[src/rtl/seq_params.svh]
`ifndef SEQ_PARAMS_SVH
`define SEQ_PARAMS_SVH

// program side
`define SEQ_PC_W 9
`define SEQ_PC_RESET 9'h000
`define SEQ_PC_ONE 9'h001
`define SEQ_ROM_WORDS 512
`define SEQ_ROM_LAST 9'h1ff
`define SEQ_ROM_DATA_W 16

// data memory organisation
`define SEQ_DADDR_W 7
`define SEQ_NIBBLE_W 4
`define SEQ_RAM_WORDS 128
`define SEQ_ROW_GEN_REG 3'h0

// port registers
`define SEQ_PORT_NUM 4
`define SEQ_PORT_IDX_W 2
`define SEQ_ADDR_PORT_BASE 7'h70

// cpu control area
`define SEQ_ADDR_ZERO_LO 7'h74
`define SEQ_ADDR_ZERO_HI 7'h7d
`define SEQ_ADDR_BCD 7'h7e
`define SEQ_ADDR_PSW 7'h7f
`define SEQ_BIT_BCD 0
`define SEQ_BIT_CMP 3
`define SEQ_BIT_CY 2
`define SEQ_BIT_Z 1
`define SEQ_FLAGS_RESET 1'h0
`define SEQ_NIBBLE_ZERO 4'h0

`endif

[src/rtl/seq_pkg.sv]
`default_nettype none
`include "seq_params.svh"

package seq_pkg;

  // instruction class as decoded outside this block
  typedef enum logic [3:0] {
    op_idle,
    op_jump,
    op_invoke,
    op_leave,
    op_arith,
    op_logic,
    op_skip_cmp,
    op_skip_bit,
    op_transfer
  } op_e;

  // source of a pending data memory read
  typedef enum logic [2:0] {
    src_ram,
    src_port,
    src_zero,
    src_bcd,
    src_psw
  } rd_src_e;

  typedef struct packed {
    logic [`SEQ_PC_W-1:0] pc;
    logic [`SEQ_PC_W-1:0] stack;
    logic skip;
    logic bcd;
    logic cmp;
    logic cy;
    logic z;
    logic [`SEQ_PORT_NUM*`SEQ_NIBBLE_W-1:0] port_out;
    logic [`SEQ_PORT_NUM-1:0] port_oe;
    logic [`SEQ_PORT_NUM*`SEQ_NIBBLE_W-1:0] pin_meta;
    logic [`SEQ_PORT_NUM*`SEQ_NIBBLE_W-1:0] pin_sync;
    logic rd_pend;
    rd_src_e rd_src;
    logic [`SEQ_PORT_IDX_W-1:0] rd_port;
    logic rd_valid;
    logic [`SEQ_NIBBLE_W-1:0] rd_data;
  } seq_state_s;

endpackage

`default_nettype wire

[src/rtl/nibble_mem_if.sv]
`default_nettype none
`include "seq_params.svh"

// carrier between the sequencer and its nibble store
interface nibble_mem_if;
  logic we;
  logic [`SEQ_DADDR_W-1:0] waddr;
  logic [`SEQ_NIBBLE_W-1:0] wdata;
  logic re;
  logic [`SEQ_DADDR_W-1:0] raddr;
  logic [`SEQ_NIBBLE_W-1:0] rdata;

  modport user (output we, output waddr, output wdata, output re, output raddr, input rdata);
  modport mem (input we, input waddr, input wdata, input re, input raddr, output rdata);
endinterface

`default_nettype wire

[src/rtl/nibble_ram.sv]
`default_nettype none
`include "seq_params.svh"

module nibble_ram #(
  parameter int WORDS = `SEQ_RAM_WORDS
) (
  // clock
  input wire logic clk,
  // access
  nibble_mem_if.mem bus
);

  logic [`SEQ_NIBBLE_W-1:0] mem_q [WORDS];
  logic [`SEQ_NIBBLE_W-1:0] rdata_q;

  // contents are not cleared by reset, as in the real array
  always_ff @(posedge clk) begin
    if (bus.we) begin
      mem_q[bus.waddr] <= bus.wdata;
    end
    if (bus.re) begin
      rdata_q <= mem_q[bus.raddr]; // read before write on a collision
    end
  end

  assign bus.rdata = rdata_q;

endmodule

`default_nettype wire

[src/rtl/cpu_sequencer_and_status.sv]
// Functional notes
// [RQ1] instruction pointer is a nine bit binary counter
// [RQ2] each executed instruction advances the pointer by one
// [RQ3] jump, invoke and leave load the target address into the pointer; leave here loads the saved stack address instead
// [RQ4] after a skip the next address is fetched; a taken skip idles it
// [RQ5] one entry return stack: invoke saves, leave restores the address
// [RQ6] reset clears the pointer so execution starts at address zero
// [RQ7] program memory holds 512 words of 16 bits, one instruction each
// [RQ8] data memory is nibble wide; upper three bits row, lower four column
// [RQ9] row zero is the general register because the row pointer is zero
// [RQ10] writing a port register turns the port to output until reset
// [RQ11] reading a port register returns pin levels in either mode
// [RQ12] decimal flag at 7E bit 0; compare, carry, zero at 7F bits 3..1
// [RQ13] upper three bits of 7E and bit 0 of 7F always zero
// [RQ14] compare skips keep carry; arithmetic updates carry even in compare mode
// [RQ15] reset clears every status flag
// [RQ16] compare clear: zero result sets zero flag, non-zero clears it
// [RQ17] compare set: zero result keeps zero flag, non-zero clears it
// [RQ18] a bit test skip clears the compare flag
// [RQ19] locations 74 to 7D read zero and ignore writes
`default_nettype none
`include "seq_params.svh"

module cpu_sequencer_and_status (
  // clock and reset
  input wire logic clk,
  input wire logic rstn,
  // instruction execution
  input wire logic exec,
  input wire seq_pkg::op_e op,
  input wire logic [`SEQ_PC_W-1:0] target_addr,
  input wire logic skip_cond,
  input wire logic [`SEQ_NIBBLE_W-1:0] alu_result,
  input wire logic alu_carry,
  // data memory access
  input wire logic [`SEQ_DADDR_W-1:0] mem_addr,
  input wire logic use_gen_reg,
  input wire logic mem_wr,
  input wire logic [`SEQ_NIBBLE_W-1:0] mem_wdata,
  input wire logic mem_rd,
  // sequencing state
  output logic [`SEQ_PC_W-1:0] instr_pointer,
  output logic [`SEQ_PC_W-1:0] return_addr,
  output logic skip_active,
  // read answer
  output logic [`SEQ_NIBBLE_W-1:0] rd_data,
  output logic rd_valid,
  // status flags
  output logic decimal_adjust_flag,
  output logic compare_accumulate_flag,
  output logic carry_flag,
  output logic result_null_flag,
  // port pins
  input wire logic [`SEQ_PORT_NUM*`SEQ_NIBBLE_W-1:0] port_pins_in,
  output logic [`SEQ_PORT_NUM*`SEQ_NIBBLE_W-1:0] port_pins_out,
  output logic [`SEQ_PORT_NUM-1:0] port_pins_oe
);

  localparam int NW = `SEQ_NIBBLE_W;
  localparam int PN = `SEQ_PORT_NUM;
  // a literal cannot be part-selected, so the port base gets a typed copy
  localparam logic [`SEQ_DADDR_W-1:0] PORT_BASE = `SEQ_ADDR_PORT_BASE;

  seq_pkg::seq_state_s s_q;
  seq_pkg::seq_state_s s_d;

  nibble_mem_if ram_bus ();

  // general purpose nibbles only; the port and control area words of the array stay unused
  nibble_ram #(
    .WORDS(`SEQ_RAM_WORDS)
  ) u_ram (
    .clk(clk),
    .bus(ram_bus)
  );

  // decoded view of the current instruction
  logic live;
  logic [`SEQ_DADDR_W-1:0] eff_addr;
  logic hit_port;
  logic hit_zero;
  logic hit_bcd;
  logic hit_psw;
  logic hit_ram;
  logic [`SEQ_PORT_IDX_W-1:0] port_idx;
  logic [`SEQ_PC_W-1:0] pc_inc;

  // a suppressed instruction does nothing but advance the pointer
  assign live = exec && !s_q.skip; // [RQ4]
  assign pc_inc = s_q.pc + `SEQ_PC_ONE; // [RQ1] [RQ2]

  // row zero addressing for the general register operand
  always_comb begin
    if (use_gen_reg) begin
      eff_addr = {`SEQ_ROW_GEN_REG, mem_addr[3:0]}; // [RQ8] [RQ9]
    end else begin
      eff_addr = mem_addr; // [RQ8]
    end
  end

  // address map of the nibble space
  assign hit_port = (eff_addr[`SEQ_DADDR_W-1:`SEQ_PORT_IDX_W]
                     == PORT_BASE[`SEQ_DADDR_W-1:`SEQ_PORT_IDX_W]); // [RQ10] [RQ11]
  assign hit_zero = (eff_addr >= `SEQ_ADDR_ZERO_LO) && (eff_addr <= `SEQ_ADDR_ZERO_HI); // [RQ19]
  assign hit_bcd = (eff_addr == `SEQ_ADDR_BCD);
  assign hit_psw = (eff_addr == `SEQ_ADDR_PSW);
  assign hit_ram = !hit_port && !hit_zero && !hit_bcd && !hit_psw;
  assign port_idx = eff_addr[`SEQ_PORT_IDX_W-1:0];

  // only plain data nibbles reach the array; the rest live in flops
  always_comb begin
    ram_bus.we = live && mem_wr && hit_ram;
    ram_bus.waddr = eff_addr;
    ram_bus.wdata = mem_wdata;
    ram_bus.re = live && mem_rd && hit_ram;
    ram_bus.raddr = eff_addr;
  end

  // next state
  always_comb begin
    s_d = s_q;

    // pins pass two flops before anything looks at them
    s_d.pin_meta = port_pins_in;
    s_d.pin_sync = s_q.pin_meta;

    // sequencing
    if (exec) begin
      s_d.pc = pc_inc; // [RQ2]
      s_d.skip = 1'b0; // [RQ4]
      if (live) begin
        case (op)
          seq_pkg::op_jump: begin
            s_d.pc = target_addr; // [RQ3]
          end
          seq_pkg::op_invoke: begin
            s_d.stack = pc_inc; // [RQ5]
            s_d.pc = target_addr; // [RQ3]
          end
          seq_pkg::op_leave: begin
            s_d.pc = s_q.stack; // [RQ3] [RQ5]
          end
          seq_pkg::op_skip_cmp: begin
            s_d.skip = skip_cond; // [RQ4]
          end
          seq_pkg::op_skip_bit: begin
            s_d.skip = skip_cond; // [RQ4]
          end
          default: begin
            s_d.pc = pc_inc;
          end
        endcase
      end
    end

    // status flags from the instruction itself
    if (live) begin
      case (op)
        seq_pkg::op_arith: begin
          s_d.cy = alu_carry; // [RQ14]
          if (!s_q.cmp) begin
            s_d.z = (alu_result == `SEQ_NIBBLE_ZERO); // [RQ16]
          end else if (alu_result != `SEQ_NIBBLE_ZERO) begin
            s_d.z = 1'b0; // [RQ17]
          end
        end
        seq_pkg::op_skip_bit: begin
          s_d.cmp = 1'b0; // [RQ18]
        end
        seq_pkg::op_skip_cmp: begin
          s_d.cy = s_q.cy; // [RQ14]
        end
        default: begin
          s_d.cy = s_d.cy;
        end
      endcase
    end

    // explicit stores land after the flag update, so the store wins
    if (live && mem_wr) begin
      if (hit_bcd) begin
        s_d.bcd = mem_wdata[`SEQ_BIT_BCD]; // [RQ12] [RQ13]
      end
      if (hit_psw) begin
        s_d.cmp = mem_wdata[`SEQ_BIT_CMP]; // [RQ12]
        s_d.cy = mem_wdata[`SEQ_BIT_CY]; // [RQ12]
        s_d.z = mem_wdata[`SEQ_BIT_Z]; // [RQ12] [RQ13]
      end
      for (int i = 0; i < PN; i++) begin
        if (hit_port && (port_idx == `SEQ_PORT_IDX_W'(i))) begin
          s_d.port_out[i*NW +: NW] = mem_wdata; // [RQ10]
          s_d.port_oe[i] = 1'b1; // [RQ10]
        end
      end
    end

    // read pipeline: request, select, answer
    s_d.rd_pend = live && mem_rd;
    s_d.rd_valid = s_q.rd_pend;
    if (live && mem_rd) begin
      s_d.rd_port = port_idx;
      if (hit_port) begin
        s_d.rd_src = seq_pkg::src_port;
      end else if (hit_zero) begin
        s_d.rd_src = seq_pkg::src_zero;
      end else if (hit_bcd) begin
        s_d.rd_src = seq_pkg::src_bcd;
      end else if (hit_psw) begin
        s_d.rd_src = seq_pkg::src_psw;
      end else begin
        s_d.rd_src = seq_pkg::src_ram;
      end
    end
    if (s_q.rd_pend) begin
      case (s_q.rd_src)
        seq_pkg::src_port: begin
          s_d.rd_data = s_q.pin_sync[s_q.rd_port*NW +: NW]; // [RQ11]
        end
        seq_pkg::src_zero: begin
          s_d.rd_data = `SEQ_NIBBLE_ZERO; // [RQ19]
        end
        seq_pkg::src_bcd: begin
          s_d.rd_data = {3'h0, s_q.bcd}; // [RQ12] [RQ13]
        end
        seq_pkg::src_psw: begin
          s_d.rd_data = {s_q.cmp, s_q.cy, s_q.z, 1'b0}; // [RQ12] [RQ13]
        end
        default: begin
          s_d.rd_data = ram_bus.rdata;
        end
      endcase
    end
  end

  // one register for the whole block; reset starts at address zero
  always_ff @(posedge clk or negedge rstn) begin
    if (!rstn) begin
      s_q <= '0; // [RQ6] [RQ15]
    end else begin
      s_q <= s_d;
    end
  end

  // every output straight from the state register
  assign instr_pointer = s_q.pc; // [RQ7]
  assign return_addr = s_q.stack;
  assign skip_active = s_q.skip;
  assign rd_data = s_q.rd_data;
  assign rd_valid = s_q.rd_valid;
  assign decimal_adjust_flag = s_q.bcd;
  assign compare_accumulate_flag = s_q.cmp;
  assign carry_flag = s_q.cy;
  assign result_null_flag = s_q.z;
  assign port_pins_out = s_q.port_out;
  assign port_pins_oe = s_q.port_oe;

endmodule

`default_nettype wire

[config.mk]
export PLATFORM = sky130hd
export DESIGN_NAME = cpu_sequencer_and_status
export DESIGN_NICKNAME = d
export VERILOG_FILES = /design/src/rtl/seq_pkg.sv /design/src/rtl/nibble_mem_if.sv /design/src/rtl/nibble_ram.sv /design/src/rtl/cpu_sequencer_and_status.sv
export VERILOG_INCLUDE_DIRS = /design/src /design/src/rtl
export SDC_FILE = /design/constraint.sdc
export NUM_CORES = 1
export LEC_CHECK = 0
export BUFFER_PORTS_ARGS = -buffer_cell sky130_fd_sc_hd__buf_4
export CAP_MARGIN = 5
export CELL_PAD_IN_SITES_DETAIL_PLACEMENT = 0
export CELL_PAD_IN_SITES_GLOBAL_PLACEMENT = 2
export CORE_MARGIN = 10
export CORE_UTILIZATION = 45
export CTS_BUF_LIST = sky130_fd_sc_hd__clkbuf_16
export DETAILED_ROUTE_END_ITERATION = 10
export PLACE_DENSITY_LB_ADDON = 0.15
export SLEW_MARGIN = 20
export SYNTH_ARGS = -nofsm -noshare
export SYNTH_HDL_FRONTEND = slang
export SYNTH_SLANG_ARGS = --single-unit
export TNS_END_PERCENT = 30
[constraint.sdc]
create_clock -name clk -period 6.2 [get_ports clk]
set_clock_uncertainty 0.1 [all_clocks]
set_input_delay 0.93 -clock clk [delete_from_list [all_inputs] [get_ports clk]]
set_output_delay 0.93 -clock clk [all_outputs]
set_load 0.03 [all_outputs]
* Yosys cells after proc, flatten, opt, wreduce, memory -nomap -nowiden
Memories as Yosys holds them, arrays and structs flattened. A register that Yosys moved wholly into a read port is not among the register bits.
Index checks and enable logic that the tools add are counted.
** Cells by class
- Bitwise operators :: 0
- Add/sub/neg operators :: 1
- Multipliers :: 0
- Equality and inequality tests :: 16
- Magnitude comparators :: 2
- Reduce and logical (&&, ||, !) cells :: 29
- Shifts and indexed selects :: 1
- Muxes and demuxes :: 28
- Div/mod/pow operators :: 0
** Operators with widths (count)
- 2-to-1 mux 23 bit :: 1
- 2-to-1 mux 19 bit :: 1
- 2-to-1 mux 3 bit :: 6
- case mux 9 bit (2 select lines) :: 1
- 2-to-1 mux 4 bit :: 4
- case mux 4 bit (4 select lines) :: 1
- indexed part select 16 x 5 -> 4 bit :: 1
- equality test 7 bit (second input constant) :: 2
- logical AND 1 bit :: 13
- equality test 4 x 3 -> 1 bit (second input constant) :: 3
- 2-to-1 mux 1 bit :: 12
- AND reduction 2 bit :: 5
- adder 9 x 1 -> 9 bit (second input constant) :: 1
- 2-to-1 mux 9 bit :: 1
- equality test 4 x 2 -> 1 bit (second input constant) :: 2
- >= comparator 7 bit (second input constant) :: 1
- <= comparator 7 bit (second input constant) :: 1
- 2-to-1 mux 7 bit :: 1
- equality test 3 x 2 -> 1 bit (second input constant) :: 2
- equality test 5 bit (second input constant) :: 1
- logical NOT 1 bit :: 5
- equality test 2 bit (second input constant) :: 2
- equality test 4 x 1 -> 1 bit (second input constant) :: 1
- logical NOT 4 bit :: 1
- other kinds (7) :: 8
** Word-level totals
- Bits in writable memories :: 512
- Memory bits (read-only) :: 0
- Register bits after elaboration :: 86
- Memories kept :: 1
- Latch bits :: 0
** Memories
- u_ram.mem_q :: depth 128, bits a word 4, rd ports 1, clocked after Yosys merged registers in 1, wr ports 1, line nibble_ram.sv:13 : logic [`SEQ_NIBBLE_W-1:0] mem_q [WORDS];

* Longest topological paths before layout
Gate-level depths: netlist (run 1).
- Word-level depth :: 10
- Mapped depth :: 10

* Hierarchy
Synthesis (run 1) repeated with hierarchy kept, for this count alone.
** Unflattened totals
- Cells, all modules :: 1260
- Area total of the unflattened synthesis :: 24308.3 µm²
** Modules (own cells, without submodules)
- nibble_ram :: cells each 908, times used 1, area each 20233.2 µm², sequential area each 15494.9 µm²
- cpu_sequencer_and_status :: cells each 352, times used 1, area each 4075.2 µm², sequential area each 2152.1 µm²

* Worst setup path after synthesis (run 1)
Ideal clock, no wire load.
- Kind :: input to register
- From :: input mem_addr[0]
- To :: register u_ram.rdata_q[1] (netlist: u_ram.bus.rdata[1]) (read register of u_ram.mem_q) (data pin)
- Slack :: 3.454 ns
- Arrival time :: 2.378 ns
- Stages on the path :: 7
- Data required time :: 5.832 ns
- Cell sequence :: buf_6 > buf_2 > mux4_2 > a22oi_1 > nand2_1 > a22oi_1 > nand4_1
** Between the ends
- Longest elaborated chain between the ends :: 8
- Elaborated cells on any way between the ends :: 13
- Classes of those cells :: order compare (2); eq/ne (2); mux (1); reduce/logical (8)
** Ends and longest elaborated chain
- from (decl) :: line cpu_sequencer_and_status.sv:36 : input wire logic [`SEQ_DADDR_W-1:0] mem_addr,
- 2-to-1 mux 7 bit * :: line cpu_sequencer_and_status.sv:94 : if (use_gen_reg) begin
- >= comparator 7 bit (no source line) or <= comparator 7 bit (tied branches)
- logical AND 1 bit :: line cpu_sequencer_and_status.sv:104 : assign hit_zero = (eff_addr >= `SEQ_ADDR_ZERO_LO) && (eff_addr <= `SEQ_ADDR_ZERO_HI);
- logical NOT 1 bit :: line cpu_sequencer_and_status.sv:107 : assign hit_ram = !hit_port && !hit_zero && !hit_bcd && !hit_psw;
- logical AND 1 bit (3 in series) :: line cpu_sequencer_and_status.sv:107
- logical AND 1 bit :: line cpu_sequencer_and_status.sv:115 : ram_bus.re = live && mem_rd && hit_ram;
- to (decl) :: line nibble_ram.sv:14 : logic [`SEQ_NIBBLE_W-1:0] rdata_q;
Every way passes the cells marked *; elsewhere a longest branch is shown, timed or not.
A chain may end at the register's enable or synchronous reset.

* Worst setup path after layout (run 1)
- From :: input mem_addr[0]
- To :: register u_ram.rdata_q[3] (netlist: u_ram.bus.rdata[3]) (read register of u_ram.mem_q) (data pin)
Same word-level chain as after synthesis.

==> impl_metrics.py, run 1 <==
metrics = {
    "cts": {
        "cts_root_buf": "sky130_fd_sc_hd__clkbuf_16",
        "cts-buffers-inserted": 66,
        "worst_setup_hold_path_clk_slew_ns": 0.06,
        "cts.sinks": 602,
        "clk_latency_ns": 0.60,
        "tritoncts": "built",
        "cts_htree_levels": 3,
        "post_cts_hold_buffer_count": 0,
        "post-cts-setup-buffer-count": 0,
        "clk_path_buf_depth": 3,
        "cts-resized-gates": 0,
    },
    "logic_synthesis": {
        "synth.ff_latch_count": 602,
        "yosysTopAreaCellShare": 0.640,
        "ys_types": 54,
        "synth_warnings": 0,
        "ys.flop_type": "sky130_fd_sc_hd__edfxtp_1",
        "synth.top_cells.by_count": "516 x sky130_fd_sc_hd__edfxtp_1, 144 x sky130_fd_sc_hd__nor2_1, 91 x sky130_fd_sc_hd__mux4_2",
        "synth-edff-count": 516,
        "async_flop_share": 0.143,
        "ys_top_cells_by_area": "sky130_fd_sc_hd__edfxtp_1 64%, sky130_fd_sc_hd__dfrtp_1 8.9%, sky130_fd_sc_hd__mux4_2 8.5%, sky130_fd_sc_hd__nor2_1 2.2%, sky130_fd_sc_hd__mux4_1 2.1%",
        "synth_seq_area_share": 0.729,
        "synth.most_common_cell": "sky130_fd_sc_hd__edfxtp_1",
        "postSynthAreaPerCell_um2": 17.7,
        "synthesis.area_um2": 24200,
        "syn_inst": 1371,
        "synthDominantAreaCellType": "sky130_fd_sc_hd__edfxtp_1",
    },
    "place": {
        "dp_slack_ns": 2.01,
        "placed_cells": 2130,
        "place.detailed.hpwl_um": 35600,
        "buffer_ports.inserted": 99,
        "place.gp.congestion": 0.782,
        "detailed_place.area_um2": 25500,
    },
    "min_path": {
        "hold_path.class": "input port to async pin",
    },
    "floorplanning": {
        "rows": 84,
        "die_area_um2": 63500,
        "io_pins": 100,
        "core_um2": 53000,
        "start_util": 0.457,
        "chipWidth_um": 252,
        "die_height_um": 252,
    },
    "power_and_ir_drop": {
        "clock_power_share": 0.409,
        "total_leakage_power_uw": 0.00969,
        "worst_ir_drop_vdd_mv": 0.231,
        "power_frac_seq": 0.503,
        "total_switching_power_uw": 2150,
        "cell_internal_pwr_uw": 7040,
        "comb_power_share": 0.087,
        "power.share.switching": 0.234,
        "p_per_cell_area_nw_per_um2": 333,
    },
    "detailed_routing": {
        "detail_route.drc_violations": 0,
        "route.top_layer_used": "met4",
        "route.vias.total": 12600,
        "routed_wirelength_um": 57500,
        "drt_first_iter_violations": 1014,
        "routed_via_density": 5.61,
        "routed-wl-met3_um": 2680,
        "routed-wl-met2_um": 28800,
        "detail_route.wirelength.met1_um": 24700,
        "detail_route.wl_per_cell_um": 25.5,
        "final_antenna_violating_net_count": 0,
        "dr.pass1.iters": 5,
    },
    "global_routing": {
        "initial_antenna_violation_count": 0,
        "grt_pass1_wl_um": 87000,
        "grt_max_degree": 92,
        "global_route_usage_over_all_layers": 0.184,
        "first_global_vias": 13200,
        "global_route.overflow_total": 0,
    },
    "setup_path": {
        "worstPathMaxFanout": 76,
        "worst_setup_path_start_kind": "input port",
        "critical_path_cell_by_cell": "buf_8 > buf_4 > mux4_1 > a32oi_1 > nand3_1 > a21o_1 > nand3_1 > nand4_1",
        "cell_with_the_largest_stage_delay_on_the_worst_path": "sky130_fd_sc_hd__buf_4",
        "worst-endpoint-required_ns": 6.42,
        "cpMostUsedCell": "sky130_fd_sc_hd__nand3_1",
        "criticalPathCategory": "input port to flip-flop",
        "slowest_delay_ns": 0.73,
        "crit_path_end_kind": "flip-flop",
        "arrival_ns": 3.74,
    },
    "job": {
        "cap_violations": 0,
    },
    "cells_and_area": {
        "sequential_cell_area_um2": 17600,
        "final_instance_area_um2": 27600,
        "multiInputGateArea_um2": 6110,
        "syn2layout_area_growth_pct": 14.1,
        "filler_cell_count": 4404,
        "antenna_cells": 0,
        "drive_gt1_frac": 0.222,
        "post_layout_nonfiller_instances": 2250,
        "final_nets": 1563,
    },
    "timing": {
        "finalSetupTns_ns": 0,
        "hold_violations": 0,
        "timing.fmax_ghz": 0.284,
        "post-route-period-util": 0.567,
        "grt_setup_unrepaired": "no",
        "slew_violations": 0,
        "postLayoutSetupSlackWorst_ns": 2.68,
        "slew-limit-headroom": 0.298,
        "finalSetupViolCount": 0,
        "worst-slew-pin-transition_ns": 1.05,
        "min_period_ns": 3.52,
    },
    "status": {
        "status": "complete, no violations",
    },
}
[worst max-delay path: cells and delay by family]
kind / cells / cell delay [ns]
buffers and inverters: 2 / 1.32
AO/OA/AOI/OAI: 2 / 0.40
AND/OR/NAND/NOR: 3 / 0.33
multiplexers: 1 / 0.65
[worst paths after layout]
kind | from | endpoint | slack, ns | cells after the start
max in group asynchronous | rstn | decimal_adjust_flag | 4.76 | 2
hold reg to reg | s_d[24] | s_q[24] | 0.25 | 0
setup reg to reg | skip_active | u_ram.mem_q[32][3] | 3.27 | 5
setup / recovery | mem_addr[0] | u_ram.bus.rdata[3] | 2.68 | 8
min in group clk | s_d[24] | s_q[24] | 0.25 | 0
hold / removal | rstn | return_addr[6] | 0.18 | 1
[flip-flops by register name, summed over array words and instances (netlist names), 4 cells and up]
name	cells
rd_data	4
return_addr	9
port_pins_oe	4
u_ram.mem_q	512
s_d	17
s_q	21
instr_pointer	9
port_pins_out	16
u_ram.bus.rdata	4
[metrics by stage]
stage	utilization	power [uW]	hold WS, ns
after detailed placement	0.482	5530	0.235
final	0.522	9190	0.179
after global placement	0.482	5520	0.233
after floorplan	-	5250	0.231
after global routing	0.522	9520	0.192
after CTS	0.521	9290	0.159
[area by class of cell]
| cell class | count | area share |
|---|---|---|
| sequential | 602 | 0.639 |
| multi-input combinational | 716 | 0.221 |
| timing repair buffer | 119 | 0.0326 |
| tap | 688 | 0.0312 |
| clock inverter | 52 | 0.0140 |
| clock buffer | 68 | 0.0616 |
| inverter | 5 | 0.000679 |
[kinds of logic (layout without fill, tap and decap cells)]
kind of cell,count (synthesis),after routing,synth area share
xor gates and xnor gates,7,7,0.00253
DFF,602,602,0.729
muxes,192,192,0.141
buffers and inverters,116,244,0.0296
and+or+nand+nor,300,300,0.0541
other,1,64,0.000155
AOI/OAI and AO/OA,152,152,0.0436
adders and majority gates,1,1,0.000517
[power by group through the flow]
stage               Sequential [uW]  Combinational [uW]  Clock [uW]
floorplan                      4670                 578           0
global placement               4710                 812           0
global route                   4640                 871        4010
CTS                            4630                 818        3840
detailed placement             4710                 817           0
finish                         4630                 803        3760
[routing by layer]
metal  global-route usage  vias up
met4               0.0578        0
li1                     -     5614
met1                0.244     6623
met5                    0        -
met2                0.308      305
met3               0.0298       83
[placed cells by master, fill, tap and decap left out, types with 11 or more instances in the layout]
master / count
sky130_fd_sc_hd__a211oi_1: 19
sky130_fd_sc_hd__a21oi_1: 13
sky130_fd_sc_hd__a22oi_1: 38
sky130_fd_sc_hd__buf_4: 118
sky130_fd_sc_hd__clkbuf_16: 68
sky130_fd_sc_hd__clkinv_1: 11
sky130_fd_sc_hd__conb_1: 64
sky130_fd_sc_hd__dfrtp_1: 86
sky130_fd_sc_hd__edfxtp_1: 516
sky130_fd_sc_hd__inv_1: 27
sky130_fd_sc_hd__mux2_2: 35
sky130_fd_sc_hd__mux2i_1: 47
sky130_fd_sc_hd__mux4_1: 19
sky130_fd_sc_hd__mux4_2: 91
sky130_fd_sc_hd__nand2_1: 72
sky130_fd_sc_hd__nand3_1: 27
sky130_fd_sc_hd__nor2_1: 143
sky130_fd_sc_hd__nor2b_1: 12
sky130_fd_sc_hd__o21ai_0: 26
sky130_fd_sc_hd__o22ai_1: 23
No activity file was read; power rests on OpenSTA's default activity.
==> run 2: changes to the inputs <==
==> constraint.sdc (replaced) <==
create_clock -name clk -period 3.3 [get_ports clk]
set_clock_uncertainty 0.1 [all_clocks]
set_input_delay 0.495 -clock clk [delete_from_list [all_inputs] [get_ports clk]]
set_output_delay 0.495 -clock clk [all_outputs]
set_load 0.03 [all_outputs]
==> run 2 against run 1 <==
  * Clock power is 84% higher
  * Cell area is 1.8% higher
  * Sequential share of layout area is 1.1 points lower
  * Utilization is 0.93 points higher
  * Critical endpoint is now u_ram.mem_q[104][2]
  * Non-clock buffer count is 58 higher
  * Wire length is 1.0% higher
  * Critical path type is now flip-flop to flip-flop
  * Largest cell class unchanged
==> impl_metrics.py, run 2 (synthesis results as in run 1) <==
metrics = {
    "detailed_routing": {
        "routed_via_density": 5.57,
        "final_antenna_violating_net_count": 0,
        "detail_route.wl_per_cell_um": 25.2,
        "drt_first_iter_violations": 973,
        "routed_wirelength_um": 58100,
        "route.vias.total": 12800,
        "dr.pass1.iters": 5,
        "detail_route.drc_violations": 0,
    },
    "place": {
        "buffer_ports.inserted": 99,
        "place.gp.congestion": 0.774,
        "placed_cells": 2171,
        "place.detailed.hpwl_um": 36600,
    },
    "global_routing": {
        "grt_max_degree": 81,
        "initial_antenna_violation_count": 1,
        "grt_pass1_wl_um": 87100,
        "global_route.overflow_total": 0,
        "global_route_usage_over_all_layers": 0.184,
        "first_global_vias": 13200,
    },
    "cells_and_area": {
        "post_layout_nonfiller_instances": 2302,
        "layout.cells.most_common_list": "516 x sky130_fd_sc_hd__edfxtp_1, 151 x sky130_fd_sc_hd__buf_4, 144 x sky130_fd_sc_hd__nor2_1, 91 x sky130_fd_sc_hd__mux4_2, 86 x sky130_fd_sc_hd__dfrtp_1",
        "final_util": 0.531,
        "largest_register": "u_ram.mem_q",
        "final_nets": 1616,
        "syn2layout_area_growth_pct": 16.1,
        "drive_gt1_frac": 0.243,
        "filler_cell_count": 4312,
        "multiInputGateArea_um2": 6090,
        "number_of_flip_flops_in_the_largest_register": 512,
        "sequential_cell_area_um2": 17600,
        "most_common_library_cell_in_the_layout_ignoring_fill_and_taps": "sky130_fd_sc_hd__edfxtp_1",
    },
    "timing": {
        "slew-limit-headroom": 0.475,
        "grt_setup_unrepaired": "no",
        "finalSetupTns_ns": 0,
        "worst-slew-pin-transition_ns": 0.787,
        "slew_violations": 0,
        "finalSetupViolCount": 0,
        "post-route-period-util": 0.713,
        "hold_violations": 0,
        "timing.fmax_ghz": 0.425,
        "min_period_ns": 2.35,
    },
    "job": {
        "cap_violations": 0,
    },
    "setup_path": {
        "crit_path_end_kind": "flip-flop",
        "cell_with_the_largest_stage_delay_on_the_worst_path": "sky130_fd_sc_hd__nor2_1",
        "worst-endpoint-required_ns": 3.48,
        "worst_setup_path_start_kind": "flip-flop",
        "cpMostUsedCell": "sky130_fd_sc_hd__nand2_1",
        "arrival_ns": 2.53,
        "slowest_delay_ns": 0.42,
        "worstPathMaxFanout": 14,
        "criticalPathCategory": "flip-flop to flip-flop",
        "critical_path_cell_by_cell": "nor2b_1 > nand2_1 > nor3_1 > nand2_1 > buf_4 > nor2_1",
    },
    "power_and_ir_drop": {
        "comb_power_share": 0.092,
        "total_switching_power_uw": 4090,
        "p_per_cell_area_nw_per_um2": 612,
        "worst_ir_drop_vdd_mv": 0.488,
        "total_leakage_power_uw": 0.00990,
        "power_frac_seq": 0.505,
        "clock_power_share": 0.403,
        "power.share.switching": 0.238,
        "cell_internal_pwr_uw": 13100,
    },
    "cts": {
        "cts_htree_levels": 2,
        "cts_root_buf": "sky130_fd_sc_hd__clkbuf_16",
        "cts.sinks": 602,
        "tritoncts": "built",
        "worst_setup_hold_path_clk_slew_ns": 0.06,
        "clk_latency_ns": 0.63,
        "cts-resized-gates": 0,
        "cts-buffers-inserted": 61,
        "clk_path_buf_depth": 3,
    },
    "min_path": {
        "hold_path.class": "input port to flip-flop",
    },
    "floorplanning": {
        "die_height_um": 252,
        "io_pins": 100,
        "rows": 84,
        "start_util": 0.457,
        "chipWidth_um": 252,
        "core_um2": 53000,
        "die_area_um2": 63500,
    },
    "status": {
        "status": "complete, no violations",
    },
}
-- run 2: metal layers --
metal  global-route usage  vias to the layer above  routed length, um
li1                     -                     5722                  -
met1                0.246                     6714              25000
met2                0.306                      312              29100
met3               0.0288                       78               2800
met4               0.0549                        0               1170
met5                    0                        -                  0
-- run 2: worst paths after layout --
check                      slack [ns]        start                   to  cells past startpoint
max in group asynchronous        2.00         rstn     port_pins_out[2]                      3
min in group asynchronous        0.34         rstn       return_addr[8]                      2
hold reg to reg                  0.25      s_d[18]              s_q[18]                      0
setup / recovery                 0.95  skip_active  u_ram.mem_q[104][2]                      6
hold / removal                   0.03    skip_cond          skip_active                      3
setup reg to reg                 0.95  skip_active  u_ram.mem_q[104][2]                      6
-- run 2: power groups by stage --
| stage | Sequential (uW) | Clock [uW] | Combinational (uW) |
|---|---|---|---|
| final | 8690 | 6930 | 1580 |
| after global routing | 8710 | 7400 | 1700 |
| after CTS | 8690 | 7100 | 1610 |
| after detailed placement | 8850 | 0 | 1590 |
| after global placement | 8840 | 0 | 1570 |
| after floorplan | 8780 | 0 | 1090 |
-- run 2: layout make-up --
class | count | share of cell area
multi-input cells | 716 | 0.217
well taps | 688 | 0.0306
clock inverters | 51 | 0.0166
repair buffers | 177 | 0.0526
diodes | 1 | 0.0000890
inverters | 5 | 0.000667
flip-flops and latches | 602 | 0.628
clock buffers | 62 | 0.0552
-- run 2: per-stage QoR --
| step | power [uW] | setup slack (ns) | instance area (um2) | hold WS [ns] |
|---|---|---|---|---|
| after global routing | 17800 | 0.779 | 28100 | 0.0413 |
| after global placement | 10400 | 0.434 | 25900 | 0.233 |
| after detailed placement | 10400 | 0.412 | 25900 | 0.235 |
| final | 17200 | 0.946 | 28100 | 0.0350 |
| after CTS | 17400 | 0.903 | 28100 | 0.0150 |
| after floorplan | 9870 | 0.989 | 24500 | 0.0994 |
-- run 2: critical path: cells and delay by family, from the launching register on --
family	cells	cell delay, ns
AND/OR/NAND/NOR	5	1.24
flip-flops	1	0.39
buffers and inverters	1	0.27
-- run 2: timing repair --
action                                 4_1_cts  5_1_grt
setup buffers                                0        0
hold buffers                                17        0
endpoints found under the hold margin       63        0
